===== src/psrr_consts.svh =====
`ifndef PSRR_CONSTS_SVH
`define PSRR_CONSTS_SVH

// Register byte offsets on the bus
`define PSRR_HS_RST_OFFSET 8'h0c
`define PSRR_LS_RST_OFFSET 8'h18

// Reset values
`define PSRR_HS_RST_RESET 32'h0000_0000
`define PSRR_LS_RST_RESET 32'h0000_0000

// Implemented bits; all others are reserved
`define PSRR_HS_RST_MASK 32'h0406_0001
`define PSRR_LS_RST_MASK 32'h7681_2323

// High-speed register bit positions
`define PSRR_HS_DIVIDER_BIT 26
`define PSRR_HS_PORT_SECOND_BIT 18
`define PSRR_HS_PORT_FIRST_BIT 17
`define PSRR_HS_DMA_BIT 0

// Low-speed register bit positions
`define PSRR_LS_SYSTEM_CONFIG_RESET_BIT 30
`define PSRR_LS_DEBUG_BIT 29
`define PSRR_LS_POWER_BIT 28
`define PSRR_LS_OPAMP_SECOND_BIT 26
`define PSRR_LS_OPAMP_FIRST_BIT 25
`define PSRR_LS_COMPARATOR_BIT 23
`define PSRR_LS_SERIAL_BIT 16
`define PSRR_LS_ANALOG_BIT 13
`define PSRR_LS_TIMER_FOURTEEN_BIT 9
`define PSRR_LS_TIMER_THIRTEEN_BIT 8
`define PSRR_LS_TIMER_SIX_BIT 5
`define PSRR_LS_TIMER_TWO_BIT 1
`define PSRR_LS_TIMER_ONE_BIT 0

// Bus data read back for an unmapped or write access
`define PSRR_READ_IDLE 32'h0000_0000

`endif


===== src/psrr_pkg.sv =====
package psrr_pkg;

    typedef logic [31:0] psrr_word_t;
    typedef logic [3:0] psrr_strb_t;
    typedef logic [7:0] psrr_addr_t;

    typedef enum logic [1:0] {
        PSRR_SEL_NONE,
        PSRR_SEL_HS,
        PSRR_SEL_LS
    } psrr_sel_e;

endpackage : psrr_pkg


===== src/psrr_word.sv =====
`timescale 1ns/1ps

module psrr_word #(
    parameter psrr_pkg::psrr_word_t WRITE_MASK = 32'h0000_0000,
    parameter psrr_pkg::psrr_word_t RESET_VALUE = 32'h0000_0000
) (
    input wire logic clk_in,
    input wire logic reset_n_in,
    input wire logic ce_in,
    input wire logic wr_en_in,
    input wire psrr_pkg::psrr_strb_t strb_in,
    input wire psrr_pkg::psrr_word_t wdata_in,
    output psrr_pkg::psrr_word_t q_out
);
    import psrr_pkg::*;

    logic [7:0] lane_q [4];

    // One byte lane per strobe so half-word and byte writes touch only their lanes
    for (genvar b = 0; b < 4; b++) begin : g_lane
        always_ff @(posedge clk_in) begin
            if (!reset_n_in) begin
                lane_q[b] <= RESET_VALUE[b*8 +: 8];
            end else if (ce_in && wr_en_in && strb_in[b]) begin
                // Reserved positions never store a one
                lane_q[b] <= wdata_in[b*8 +: 8] & WRITE_MASK[b*8 +: 8];
            end
        end
        assign q_out[b*8 +: 8] = lane_q[b];
    end

endmodule : psrr_word


===== src/psrr_regs.sv =====
`timescale 1ns/1ps
`include "psrr_consts.svh"


module psrr_regs (
    input wire logic CLK_IN,
    input wire logic RESET_N_IN,
    input wire logic CLK_EN_IN,
    input wire logic PSEL_IN,
    input wire logic PENABLE_IN,
    input wire logic PWRITE_IN,
    input wire psrr_pkg::psrr_addr_t PADDR_IN,
    input wire psrr_pkg::psrr_word_t PWDATA_IN,
    input wire psrr_pkg::psrr_strb_t PSTRB_IN,
    output psrr_pkg::psrr_word_t PRDATA_OUT,
    output logic PREADY_OUT,
    output logic PSLVERR_OUT,
    output logic HARDWARE_DIVIDE_UNIT_OUT,
    output logic IO_PORT_SECOND_RESET_OUT,
    output logic IO_PORT_FIRST_RESET_OUT,
    output logic DMA_RESET_OUT,
    output logic SYSTEM_CONFIG_RESET_OUT,
    output logic DEBUG_BLOCK_RESET_OUT,
    output logic POWER_INTERFACE_RESET_OUT,
    output logic OPAMP_SECOND_RESET_OUT,
    output logic OPAMP_FIRST_RESET_OUT,
    output logic COMPARATOR_RESET_OUT,
    output logic SERIAL_PORT_RESET_OUT,
    output logic ANALOG_CONVERTER_RESET_OUT,
    output logic TIMER_FOURTEEN_RESET_OUT,
    output logic TIMER_THIRTEEN_RESET_OUT,
    output logic BASIC_TIMER_SIX_RESET_OUT,
    output logic TIMER_TWO_RESET_OUT,
    output logic ADVANCED_TIMER_ONE_RESET_OUT
);
    import psrr_pkg::*;

    localparam psrr_addr_t HS_OFFSET = `PSRR_HS_RST_OFFSET;
    localparam psrr_addr_t LS_OFFSET = `PSRR_LS_RST_OFFSET;

    psrr_sel_e sel;
    logic setup_phase;
    logic access_done;
    logic hs_wr_en;
    logic ls_wr_en;
    psrr_word_t hs_rst_q;
    psrr_word_t ls_rst_q;
    psrr_word_t read_d;
    psrr_word_t prdata_q;
    logic pready_q;
    logic pslverr_q;

    // Word decode; the two low address bits are ignored
    always_comb begin
        if (PADDR_IN[7:2] == HS_OFFSET[7:2]) begin
            sel = PSRR_SEL_HS;
        end else if (PADDR_IN[7:2] == LS_OFFSET[7:2]) begin
            sel = PSRR_SEL_LS;
        end else begin
            sel = PSRR_SEL_NONE;
        end
    end

    assign setup_phase = PSEL_IN && !PENABLE_IN;
    assign access_done = PSEL_IN && PENABLE_IN && pready_q;

    // Writes land only at the completing access edge, lane by lane
    assign hs_wr_en = access_done && PWRITE_IN && (sel == PSRR_SEL_HS);
    assign ls_wr_en = access_done && PWRITE_IN && (sel == PSRR_SEL_LS);

    psrr_word #(
        .WRITE_MASK(`PSRR_HS_RST_MASK),
        .RESET_VALUE(`PSRR_HS_RST_RESET)
    ) u_hs_word (
        .clk_in(CLK_IN),
        .reset_n_in(RESET_N_IN),
        .ce_in(CLK_EN_IN),
        .wr_en_in(hs_wr_en),
        .strb_in(PSTRB_IN),
        .wdata_in(PWDATA_IN),
        .q_out(hs_rst_q)
    );

    psrr_word #(
        .WRITE_MASK(`PSRR_LS_RST_MASK),
        .RESET_VALUE(`PSRR_LS_RST_RESET)
    ) u_ls_word (
        .clk_in(CLK_IN),
        .reset_n_in(RESET_N_IN),
        .ce_in(CLK_EN_IN),
        .wr_en_in(ls_wr_en),
        .strb_in(PSTRB_IN),
        .wdata_in(PWDATA_IN),
        .q_out(ls_rst_q)
    );

    // Read mux returns the stored bits; reserved bits are zero in storage
    always_comb begin
        case (sel)
            PSRR_SEL_HS: read_d = hs_rst_q;
            PSRR_SEL_LS: read_d = ls_rst_q;
            default: read_d = `PSRR_READ_IDLE;
        endcase
    end

    // Answer is prepared in the setup cycle if CLK_EN_IN is high then, so the access phase never waits; otherwise PREADY_OUT never rises
    always_ff @(posedge CLK_IN) begin
        if (!RESET_N_IN) begin
            pready_q <= 1'b0;
        end else if (CLK_EN_IN) begin
            pready_q <= setup_phase;
        end
    end

    always_ff @(posedge CLK_IN) begin
        if (!RESET_N_IN) begin
            pslverr_q <= 1'b0;
        end else if (CLK_EN_IN) begin
            pslverr_q <= setup_phase && (sel == PSRR_SEL_NONE);
        end
    end

    always_ff @(posedge CLK_IN) begin
        if (!RESET_N_IN) begin
            prdata_q <= `PSRR_READ_IDLE;
        end else if (CLK_EN_IN) begin
            if (setup_phase && !PWRITE_IN) begin
                prdata_q <= read_d;
            end else begin
                prdata_q <= `PSRR_READ_IDLE;
            end
        end
    end

    assign PRDATA_OUT = prdata_q;
    assign PREADY_OUT = pready_q;
    assign PSLVERR_OUT = pslverr_q;

    // Reset levels come straight from the stored bits
    assign HARDWARE_DIVIDE_UNIT_OUT = hs_rst_q[`PSRR_HS_DIVIDER_BIT];
    assign IO_PORT_SECOND_RESET_OUT = hs_rst_q[`PSRR_HS_PORT_SECOND_BIT];
    assign IO_PORT_FIRST_RESET_OUT = hs_rst_q[`PSRR_HS_PORT_FIRST_BIT];
    assign DMA_RESET_OUT = hs_rst_q[`PSRR_HS_DMA_BIT];
    assign SYSTEM_CONFIG_RESET_OUT = ls_rst_q[`PSRR_LS_SYSTEM_CONFIG_RESET_BIT];
    assign DEBUG_BLOCK_RESET_OUT = ls_rst_q[`PSRR_LS_DEBUG_BIT];
    assign POWER_INTERFACE_RESET_OUT = ls_rst_q[`PSRR_LS_POWER_BIT];
    assign OPAMP_SECOND_RESET_OUT = ls_rst_q[`PSRR_LS_OPAMP_SECOND_BIT];
    assign OPAMP_FIRST_RESET_OUT = ls_rst_q[`PSRR_LS_OPAMP_FIRST_BIT];
    assign COMPARATOR_RESET_OUT = ls_rst_q[`PSRR_LS_COMPARATOR_BIT];
    assign SERIAL_PORT_RESET_OUT = ls_rst_q[`PSRR_LS_SERIAL_BIT];
    assign ANALOG_CONVERTER_RESET_OUT = ls_rst_q[`PSRR_LS_ANALOG_BIT];
    assign TIMER_FOURTEEN_RESET_OUT = ls_rst_q[`PSRR_LS_TIMER_FOURTEEN_BIT];
    assign TIMER_THIRTEEN_RESET_OUT = ls_rst_q[`PSRR_LS_TIMER_THIRTEEN_BIT];
    assign BASIC_TIMER_SIX_RESET_OUT = ls_rst_q[`PSRR_LS_TIMER_SIX_BIT];
    assign TIMER_TWO_RESET_OUT = ls_rst_q[`PSRR_LS_TIMER_TWO_BIT];
    assign ADVANCED_TIMER_ONE_RESET_OUT = ls_rst_q[`PSRR_LS_TIMER_ONE_BIT];

endmodule : psrr_regs


===== config.mk =====
export PLATFORM = sky130hd
export DESIGN_NAME = psrr_regs
export DESIGN_NICKNAME = d
export VERILOG_FILES = /design/src/psrr_pkg.sv /design/src/psrr_word.sv /design/src/psrr_regs.sv
export VERILOG_INCLUDE_DIRS = /design/src
export SDC_FILE = /design/constraint.sdc
export NUM_CORES = 1
export LEC_CHECK = 0
export BUFFER_PORTS_ARGS = -buffer_cell sky130_fd_sc_hd__buf_2
export CORE_UTILIZATION = 47
export CTS_CLUSTER_DIAMETER = 100
export DETAILED_ROUTE_END_ITERATION = 10
export PLACE_DENSITY = 0.87
export SLEW_MARGIN = 20
export SYNTH_ARGS = -nofsm -noshare
export SYNTH_HDL_FRONTEND = slang
export SYNTH_SLANG_ARGS = --single-unit

===== constraint.sdc =====
create_clock -name CLK_IN -period 4.9 [get_ports CLK_IN]
set_input_delay 0.98 -clock CLK_IN [delete_from_list [all_inputs] [get_ports CLK_IN]]
set_output_delay 0.98 -clock CLK_IN [all_outputs]
set_load 0.02 [all_outputs]

==> flow_summary.yaml, run 1 <==
clocking:
  clk_latency_ns: 0.31
  post_cts_buffers: 0
  path_clk_slew_ns: 0.09
  clockBufferDepth: 2
  cts_tree: "yes"
  cts-buffers-inserted: 5
  cts-hold-fix-buffers: 0
  clock-root-buffer: "clkbuf_4"
  htreeDepth: 2
  cts_resized: 0
  clock_sinks: 34
route:
  wl_um: 3234
  vias: 1337
  routedWlPerCell_um: 11.59
  first_pass_iters: 4
  viasPerCell: 4.792
  drtIter0Drc: 53
  drc: 0
  ant_nets: 0
yosys:
  synthCells: 171
  yosysTopAreaCellShare: 0.2978
  synth_flop_cell: "edfxtp_1"
  synth_area_leaders: "edfxtp_1 (30%), dfxtp_1 (20%), buf_4 (7.9%)"
  seq_area_frac_synth: 0.4964
  synthTopCellsByCount: "buf_4 (18), dfxtp_1 (17), edfxtp_1 (17), inv_1 (17)"
  avgSynthCellArea_sq_um: 10.02
  yosysWarningCount: 0
  ys_async_sr_fraction: 0
  synth.distinct_cells: 28
  synth_top_cell_by_area: "edfxtp_1"
  synth_edf_count: 17
  synth_area_sq_um: 1714
  ys_seq_elements: 34
  yosysMostFrequentCell: "buf_4"
status:
  status: "completed"
timing:
  slew_viol_final: 0
  finalSetupTns_ns: 0
  finalSetupViolations: 0
  tightestPinTransition_ns: 0.8808
  final-hold-violation-count: 0
  period_minus_slack_ns: 2.972
  fmax_ghz: 0.3364
  relSlewSlack: 0.4103
  timing.hold.ws_ns: 0.4802
  rsz0062_at_grt: "no"
  min_period_over_period: 0.6066
  clock_skew_ns: 0.003069
floorplanning:
  initial_core_util: 0.5018
  coreArea_sq_um: 3416
  die_h_um: 62.39
  row_count: 21
  ioPinCount: 101
  die_x_um: 62.39
  dieArea_sq_um: 3893
worst_setup_path:
  cp_data_required_time_ns: 4.86
  worstPathMaxFanout: 18
  crit_type: "input pin to flop"
  endpoint_kind: "flop"
  cp.arrival_ns: 2.93
  startpoint_type: "input pin"
final_layout:
  antennaDiodeCount: 0
  design_area_sq_um: 2038
  drive_gt1_frac: 0.3219
  instances_no_fill: 279
  utilization: 0.5967
  nets: 282
  area_delta_synth_final_pct: 18.90
placed_design:
  portBuffers: 64
  place_area_sq_um: 1978
  dp.cells: 271
  place.gp.congestion: 0.7779
  hpwl_um: 2502
power_and_ir_drop:
  power_leakage_nw: 0.9288
  pwr_density_cell_nw_per_um2: 257.1
  ir_worst_vdd_v: 0.0001060
job:
  cap_violations: 0
global_routing:
  grt_pass1_vias: 1253
  grt_pass1_wl_um: 5347
  antenna_found_initial: 0
  overflow: 0
  grtUsageTotal: 0.1751
  grt_start_max_net_pins: 31
min_path:
  holdCritPathClass: "flop to flop"
[layout by cell type, fill, tap and decap left out, drive strengths merged, types with 7 or more instances in the layout]
cell type   n
a21boi     16
buf        64
edfxtp     17
o21ai       7
dfxtp      17
nor3       13
nand4      15
conb       17
inv        17
clkbuf      7
nand2b     16
[critical path, cell delays in order]
cell     delay (ns)
buf_2          0.11
nor4b_4        0.79
nand4_4        0.41
o21ai_0        0.64
[per-stage QoR]
step,worst slack [ns],power [mW]
4_1_cts,1.973,0.5253
6_report,1.928,0.5240
2_1_floorplan,2.405,0.3640
5_1_grt,1.779,0.5455
3_5_place_dp,1.616,0.3765
3_3_place_gp,1.654,0.3753
[logic make-up (layout without fill, tap and decap cells)]
| logic type | Yosys count | count (layout) | synth area share |
|---|---|---|---|
| other | 1 | 17 | 0.002188 |
| XOR/XNOR | 1 | 1 | 0.005110 |
| buffers and inverters | 43 | 89 | 0.1387 |
| AND/OR/NAND/NOR | 65 | 65 | 0.2511 |
| AO/OA/AOI/OAI | 27 | 27 | 0.1066 |
| flip-flops | 34 | 34 | 0.4964 |
[area by class of cell]
class | instances | area, sq um
clock buffers | 7 | 55.05
clock inverters | 1 | 5.005
fillers | 308 | 1378
inverters | 17 | 63.81
multi-input cells | 110 | 685.7
flip-flops and latches | 34 | 850.8
well taps | 46 | 57.56
repair buffers | 64 | 320.3
[registers in the layout, summed over array words and instances (netlist names)]
register          flops
u_ls_word.lane_q     13
PREADY_OUT            1
PSLVERR_OUT           1
u_hs_word.lane_q      4
PRDATA_OUT           15
[power breakdown]
| group | internal [mW] | total (mW) | switching (mW) |
|---|---|---|---|
| Clock | 0.0695 | 0.154 | 0.0843 |
| Sequential | 0.303 | 0.306 | 0.00300 |
| Combinational | 0.0211 | 0.0641 | 0.0430 |
[metal layers]
metal / wire length [um] / GRT usage / share of wire
met5: 0 / 0 / 0
met4: 36 / 0.07558 / 0.011
met3: 181 / 0.03832 / 0.056
met2: 1602 / 0.3159 / 0.50
met1: 1414 / 0.1976 / 0.44
[worst paths after layout]
| kind | startpoint | endpoint | slack (ns) | cells past startpoint |
|---|---|---|---|---|
| max | PADDR_IN[5] | u_ls_word.lane_q[3][4] | 1.93 | 4 |
| min | PRDATA_OUT[28] | PRDATA_OUT[28] | 0.48 | 2 |
| max reg2reg | PREADY_OUT | u_ls_word.lane_q[3][4] | 3.00 | 3 |
| min reg2reg | PRDATA_OUT[28] | PRDATA_OUT[28] | 0.48 | 2 |
Note: power is estimated with default switching activity, not from simulation.
==> inputs of run 2 (changes only) <==
--- a/config.mk
+++ b/config.mk
@@ -6,11 +6,12 @@
 export SDC_FILE = /design/constraint.sdc
 export NUM_CORES = 1
 export LEC_CHECK = 0
+export ABC_AREA = 1
 export BUFFER_PORTS_ARGS = -buffer_cell sky130_fd_sc_hd__buf_2
-export CORE_UTILIZATION = 47
+export CORE_UTILIZATION = 38
 export CTS_CLUSTER_DIAMETER = 100
 export DETAILED_ROUTE_END_ITERATION = 10
-export PLACE_DENSITY = 0.87
+export PLACE_DENSITY = 0.77
 export SLEW_MARGIN = 20
 export SYNTH_ARGS = -nofsm -noshare
 export SYNTH_HDL_FRONTEND = slang
==> constraint.sdc (replaced) <==
create_clock -name CLK_IN -period 2.4 [get_ports CLK_IN]
set_input_delay 0.48 -clock CLK_IN [delete_from_list [all_inputs] [get_ports CLK_IN]]
set_output_delay 0.48 -clock CLK_IN [all_outputs]
set_load 0.02 [all_outputs]
==> run 2 against run 1 <==
Against the previous run: sequential power grew 100%; global-route usage fell by 0.51 points; wire length up 9.5%; hold slack got worse by 0.015 ns.
==> flow_summary.yaml, run 2 <==
power_and_ir_drop:
  p_total_mw: 1.357
  pwr_density_cell_nw_per_um2: 662.5
  ir_worst_vdd_v: 0.0003383
  power_leakage_nw: 1.022
timing:
  rsz0062_at_grt: "no"
  timing.hold.ws_ns: 0.4652
  finalSetupViolations: 0
  final-hold-violation-count: 0
  min_period_over_period: 0.6564
  relSlewSlack: 0.6673
  clock_skew_ns: 0.002515
  slew_viol_final: 0
  period_minus_slack_ns: 1.575
  tightestPinTransition_ns: 0.4959
  fmax_ghz: 0.6347
  finalSetupTns_ns: 0
yosys:
  synth_edf_count: 17
  yosysTopAreaCellShare: 0.3146
  ys_async_sr_fraction: 0
  seq_area_frac_synth: 0.5243
  synth_top_cell_by_area: "edfxtp_1"
  synth_flop_cell: "edfxtp_1"
  synth_area_leaders: "edfxtp_1 (31%), dfxtp_1 (21%), buf_4 (8.3%)"
  yosysWarningCount: 0
  ys_seq_elements: 34
  synthCells: 191
  avgSynthCellArea_sq_um: 8.496
  yosysMostFrequentCell: "nand2_1"
  synth_area_sq_um: 1623
  synth.distinct_cells: 24
  synthTopCellsByCount: "nand2_1 (32), inv_1 (26), nand3_1 (23)"
route:
  viasPerCell: 4.651
  drtIter0Drc: 56
  vias: 1428
  drc: 0
  ant_nets: 0
  first_pass_iters: 4
  wl_um: 3540
  routedWlPerCell_um: 11.53
global_routing:
  antenna_found_initial: 0
  grt_pass1_vias: 1283
  grt_pass1_wl_um: 5520
  overflow: 0
  grtUsageTotal: 0.1700
  grt_start_max_net_pins: 20
placed_design:
  place.gp.congestion: 0.8062
  hpwl_um: 2719
  place_area_sq_um: 1911
  portBuffers: 64
final_layout:
  multi_input_area_sq_um: 560.5
  drive_gt1_frac: 0.3191
  seqCellArea_sq_um: 850.8
  nets: 306
  design_area_sq_um: 2048
  largest_reg_flops: 15
  antennaDiodeCount: 0
  nFillCells: 418
  mostFrequentLayoutCells: "buf_2 (64), nand2_1 (32), inv_1 (26)"
  area_delta_synth_final_pct: 26.21
  final_common_cell: "buf_2"
floorplanning:
  row_count: 23
  ioPinCount: 101
  coreArea_sq_um: 4058
  initial_core_util: 0.3999
  dieArea_sq_um: 4536
  die_h_um: 67.35
  die_x_um: 67.35
worst_setup_path:
  crit_type: "flop to flop"
  startpoint_type: "flop"
  worstPathMaxFanout: 7
  cp_data_required_time_ns: 2.33
  endpoint_kind: "flop"
  cp.arrival_ns: 1.50
clocking:
  cts-hold-fix-buffers: 0
  clock_sinks: 34
  clockBufferDepth: 2
  cts_resized: 0
  cts_tree: "yes"
  cts-buffers-inserted: 5
  htreeDepth: 2
  path_clk_slew_ns: 0.07
  post_cts_buffers: 0
  clk_latency_ns: 0.28
  clock-root-buffer: "clkbuf_8"
min_path:
  holdCritPathClass: "flop to flop"
status:
  status: "completed"
job:
  cap_violations: 0
==> run 2: kinds of logic after synthesis <==
| kind of cell | share of synthesized area |
|---|---|
| AO/OA/AOI/OAI | 0.06014 |
| buffers and inverters | 0.1673 |
| flip-flops | 0.5243 |
| other | 0.002311 |
| AND/OR/NAND/NOR | 0.2460 |
==> run 2: area by class of cell <==
class | count | area share
Clock buffer | 7 | 0.05254
Clock inverter | 1 | 0.01466
Inverter | 29 | 0.05315
Multi-Input combinational cell | 121 | 0.2737
Sequential cell | 34 | 0.4154
Tap cell | 50 | 0.03054
Timing Repair Buffer | 65 | 0.1600
==> run 2: routing by layer <==
layer,vias to the layer above,share of wire,global-route usage
met5,-,0,0
met4,0,0.020,0.07979
met3,7,0.074,0.03885
met2,69,0.50,0.2925
met1,645,0.41,0.1985
li1,707,-,-
==> run 2: per-stage QoR <==
stage | cells | utilization | setup WS, ns
after floorplan | 207 | - | 0.7872
after global placement | 299 | 0.4709 | 0.5583
after detailed placement | 299 | 0.4709 | 0.5296
after CTS | 307 | 0.5048 | 0.7778
after global routing | 307 | 0.5048 | 0.6620
final | 307 | 0.5048 | 0.8245
==> run 2: path summary, 6_finish.rpt <==
| check | from | end | slack, ns | depth (start not counted) |
|---|---|---|---|---|
| worst max-delay path | PREADY_OUT | u_ls_word.lane_q[1][1] | 0.82 | 4 |
| worst min-delay path | PRDATA_OUT[18] | PRDATA_OUT[18] | 0.47 | 2 |
| worst max register to register | PREADY_OUT | u_ls_word.lane_q[1][1] | 0.82 | 4 |
| worst min register to register | PRDATA_OUT[18] | PRDATA_OUT[18] | 0.47 | 2 |
==> run 2: report_power, final <==
part,total (mW),internal (mW),switching (mW)
logic,0.120,0.0338,0.0863
registers,0.626,0.619,0.00671
clock network,0.611,0.401,0.210
total,1.36,1.05,0.303
==> run 2: worst max-delay path, stage by stage (launching register included) <==
cell,delay [ns]
dfxtp_1,0.36
nand3_1,0.13
nor2_4,0.21
nand2_1,0.11
o21ai_0,0.41
==> inputs of run 3 (changes only) <==
==> constraint.sdc (replaced) <==
create_clock -name CLK_IN -period 1.3 [get_ports CLK_IN]
set_input_delay 0.26 -clock CLK_IN [delete_from_list [all_inputs] [get_ports CLK_IN]]
set_output_delay 0.26 -clock CLK_IN [all_outputs]
set_load 0.02 [all_outputs]
==> run 3 against run 2 <==
Against the previous run: clock skew up 0.00080 ns; non-clock buffer count rose by 15; die area did not move; worst setup slack got worse by 0.78 ns; combinational power grew 110%; power rose by 72%; cell count rose by 4.9%; register-to-register slack lost 0.78 ns; maximum frequency is 26% higher; largest cell class unchanged.
==> flow_summary.yaml, run 3 (synthesis gave the netlist of run 2 again) <==
final_layout:
  drive_gt1_frac: 0.3750
  area_delta_synth_final_pct: 32.61
  mostFrequentLayoutCells: "buf_2 (64), nand2_1 (30), inv_1 (26)"
  multi_input_area_sq_um: 576.8
  final_common_cell: "buf_2"
  nets: 321
  seqCellArea_sq_um: 852.1
  instances_no_fill: 322
  nFillCells: 398
  antennaDiodeCount: 0
  largest_reg_flops: 15
timing:
  rsz0062_at_grt: "yes"
  clock_skew_ns: 0.003314
  finalSetupTns_ns: 0
  slew_viol_final: 0
  final-hold-violation-count: 0
  period_minus_slack_ns: 1.255
  fmax_ghz: 0.7966
  min_period_over_period: 0.9656
  finalSetupViolations: 0
  timing.final.ws_setup_ns: 0.04474
power_and_ir_drop:
  ir_worst_vdd_v: 0.0005513
  pwr_density_cell_nw_per_um2: 1083
  power_leakage_nw: 1.087
worst_setup_path:
  cp_data_required_time_ns: 1.31
  cp.arrival_ns: 1.26
  startpoint_type: "flop"
  endpoint_kind: "flop"
  worstPathMaxFanout: 5
  crit_type: "flop to flop"
floorplanning:
  row_count: 23
  die_h_um: 67.35
  initial_core_util: 0.3999
  coreArea_sq_um: 4058
  ioPinCount: 101
  dieArea_sq_um: 4536
  die_x_um: 67.35
clocking:
  clk_latency_ns: 0.28
  htreeDepth: 2
  clockBufferDepth: 2
  cts-hold-fix-buffers: 0
  path_clk_slew_ns: 0.07
  cts-buffers-inserted: 5
  clock_sinks: 34
  cts_tree: "yes"
  clock-root-buffer: "clkbuf_8"
route:
  routedWlPerCell_um: 11.52
  viasPerCell: 4.379
  ant_nets: 0
  drtIter0Drc: 59
  drc: 0
  wl_um: 3709
  first_pass_iters: 6
  vias: 1410
global_routing:
  grt_pass1_vias: 1252
  grtUsageTotal: 0.1748
  grt_start_max_net_pins: 19
  antenna_found_initial: 0
  grt_pass1_wl_um: 5582
  overflow: 0
placed_design:
  place.gp.congestion: 0.8110
  portBuffers: 64
  dp_slack_ns: -0.1836
  dp.cells: 313
  hpwl_um: 2799
job:
  cap_violations: 0
status:
  status: "completed"
min_path:
  holdCritPathClass: "input pin to flop"
-- run 3: worst max-delay path, stage by stage (launching register included) --
cell and delay (ns):
dfxtp_2 0.33, nand3_2 0.09, nor2_4 0.19, nand2_2 0.10, o21ai_2 0.12, buf_4 0.14
-- run 3: path summary, 6_finish.rpt --
| kind | startpoint | cells past startpoint | slack (ns) | endpoint |
|---|---|---|---|---|
| min reg2reg | PRDATA_OUT[28] | 2 | 0.46 | PRDATA_OUT[28] |
| min | PWDATA_IN[8] | 3 | 0.27 | u_ls_word.lane_q[1][0] |
| max reg2reg | PREADY_OUT | 5 | 0.04 | u_ls_word.lane_q[1][1] |
| max | PREADY_OUT | 5 | 0.04 | u_ls_word.lane_q[1][1] |
-- run 3: repair_timing --
action | in CTS | in global routing
setup buffers | 0 | 1
endpoints found under the setup margin | 0 | 21
resized for setup | 0 | 5
-- run 3: power by group --
group          internal [mW]  switching, mW  total, mW
sequential              1.14         0.0117       1.15
combinational         0.0815          0.168      0.249
clock                  0.547          0.380      0.927
-- run 3: per-layer routing --
metal,wire [um],vias to the layer above,GRT usage,part of all wire
met5,0,-,0,0
li1,-,737,-,-
met4,63,0,0.09574,0.017
met3,243,5,0.05405,0.066
met1,1531,612,0.2034,0.41
met2,1870,56,0.2850,0.50
-- run 3: layout make-up --
class,count,area share
timing repair buffer,80,0.2047
inverter,29,0.05058
sequential,34,0.3959
clock buffer,8,0.05174
multi-input combinational,121,0.2680
tap,50,0.02907
-- run 3: metrics by stage --
| stage | cell area (sq um) | power, mW | hold WS, ns | utilization |
|---|---|---|---|---|
| final | 2152 | 2.331 | 0.2659 | 0.5304 |
| after global routing | 2152 | 2.419 | 0.2626 | 0.5304 |
| after CTS | 2128 | 2.343 | 0.2631 | 0.5245 |
| after detailed placement | 2017 | 1.424 | 0.4529 | 0.4971 |
| after global placement | 2017 | 1.419 | 0.4489 | 0.4971 |
| after floorplan | 1684 | 1.352 | 0.4394 | - |
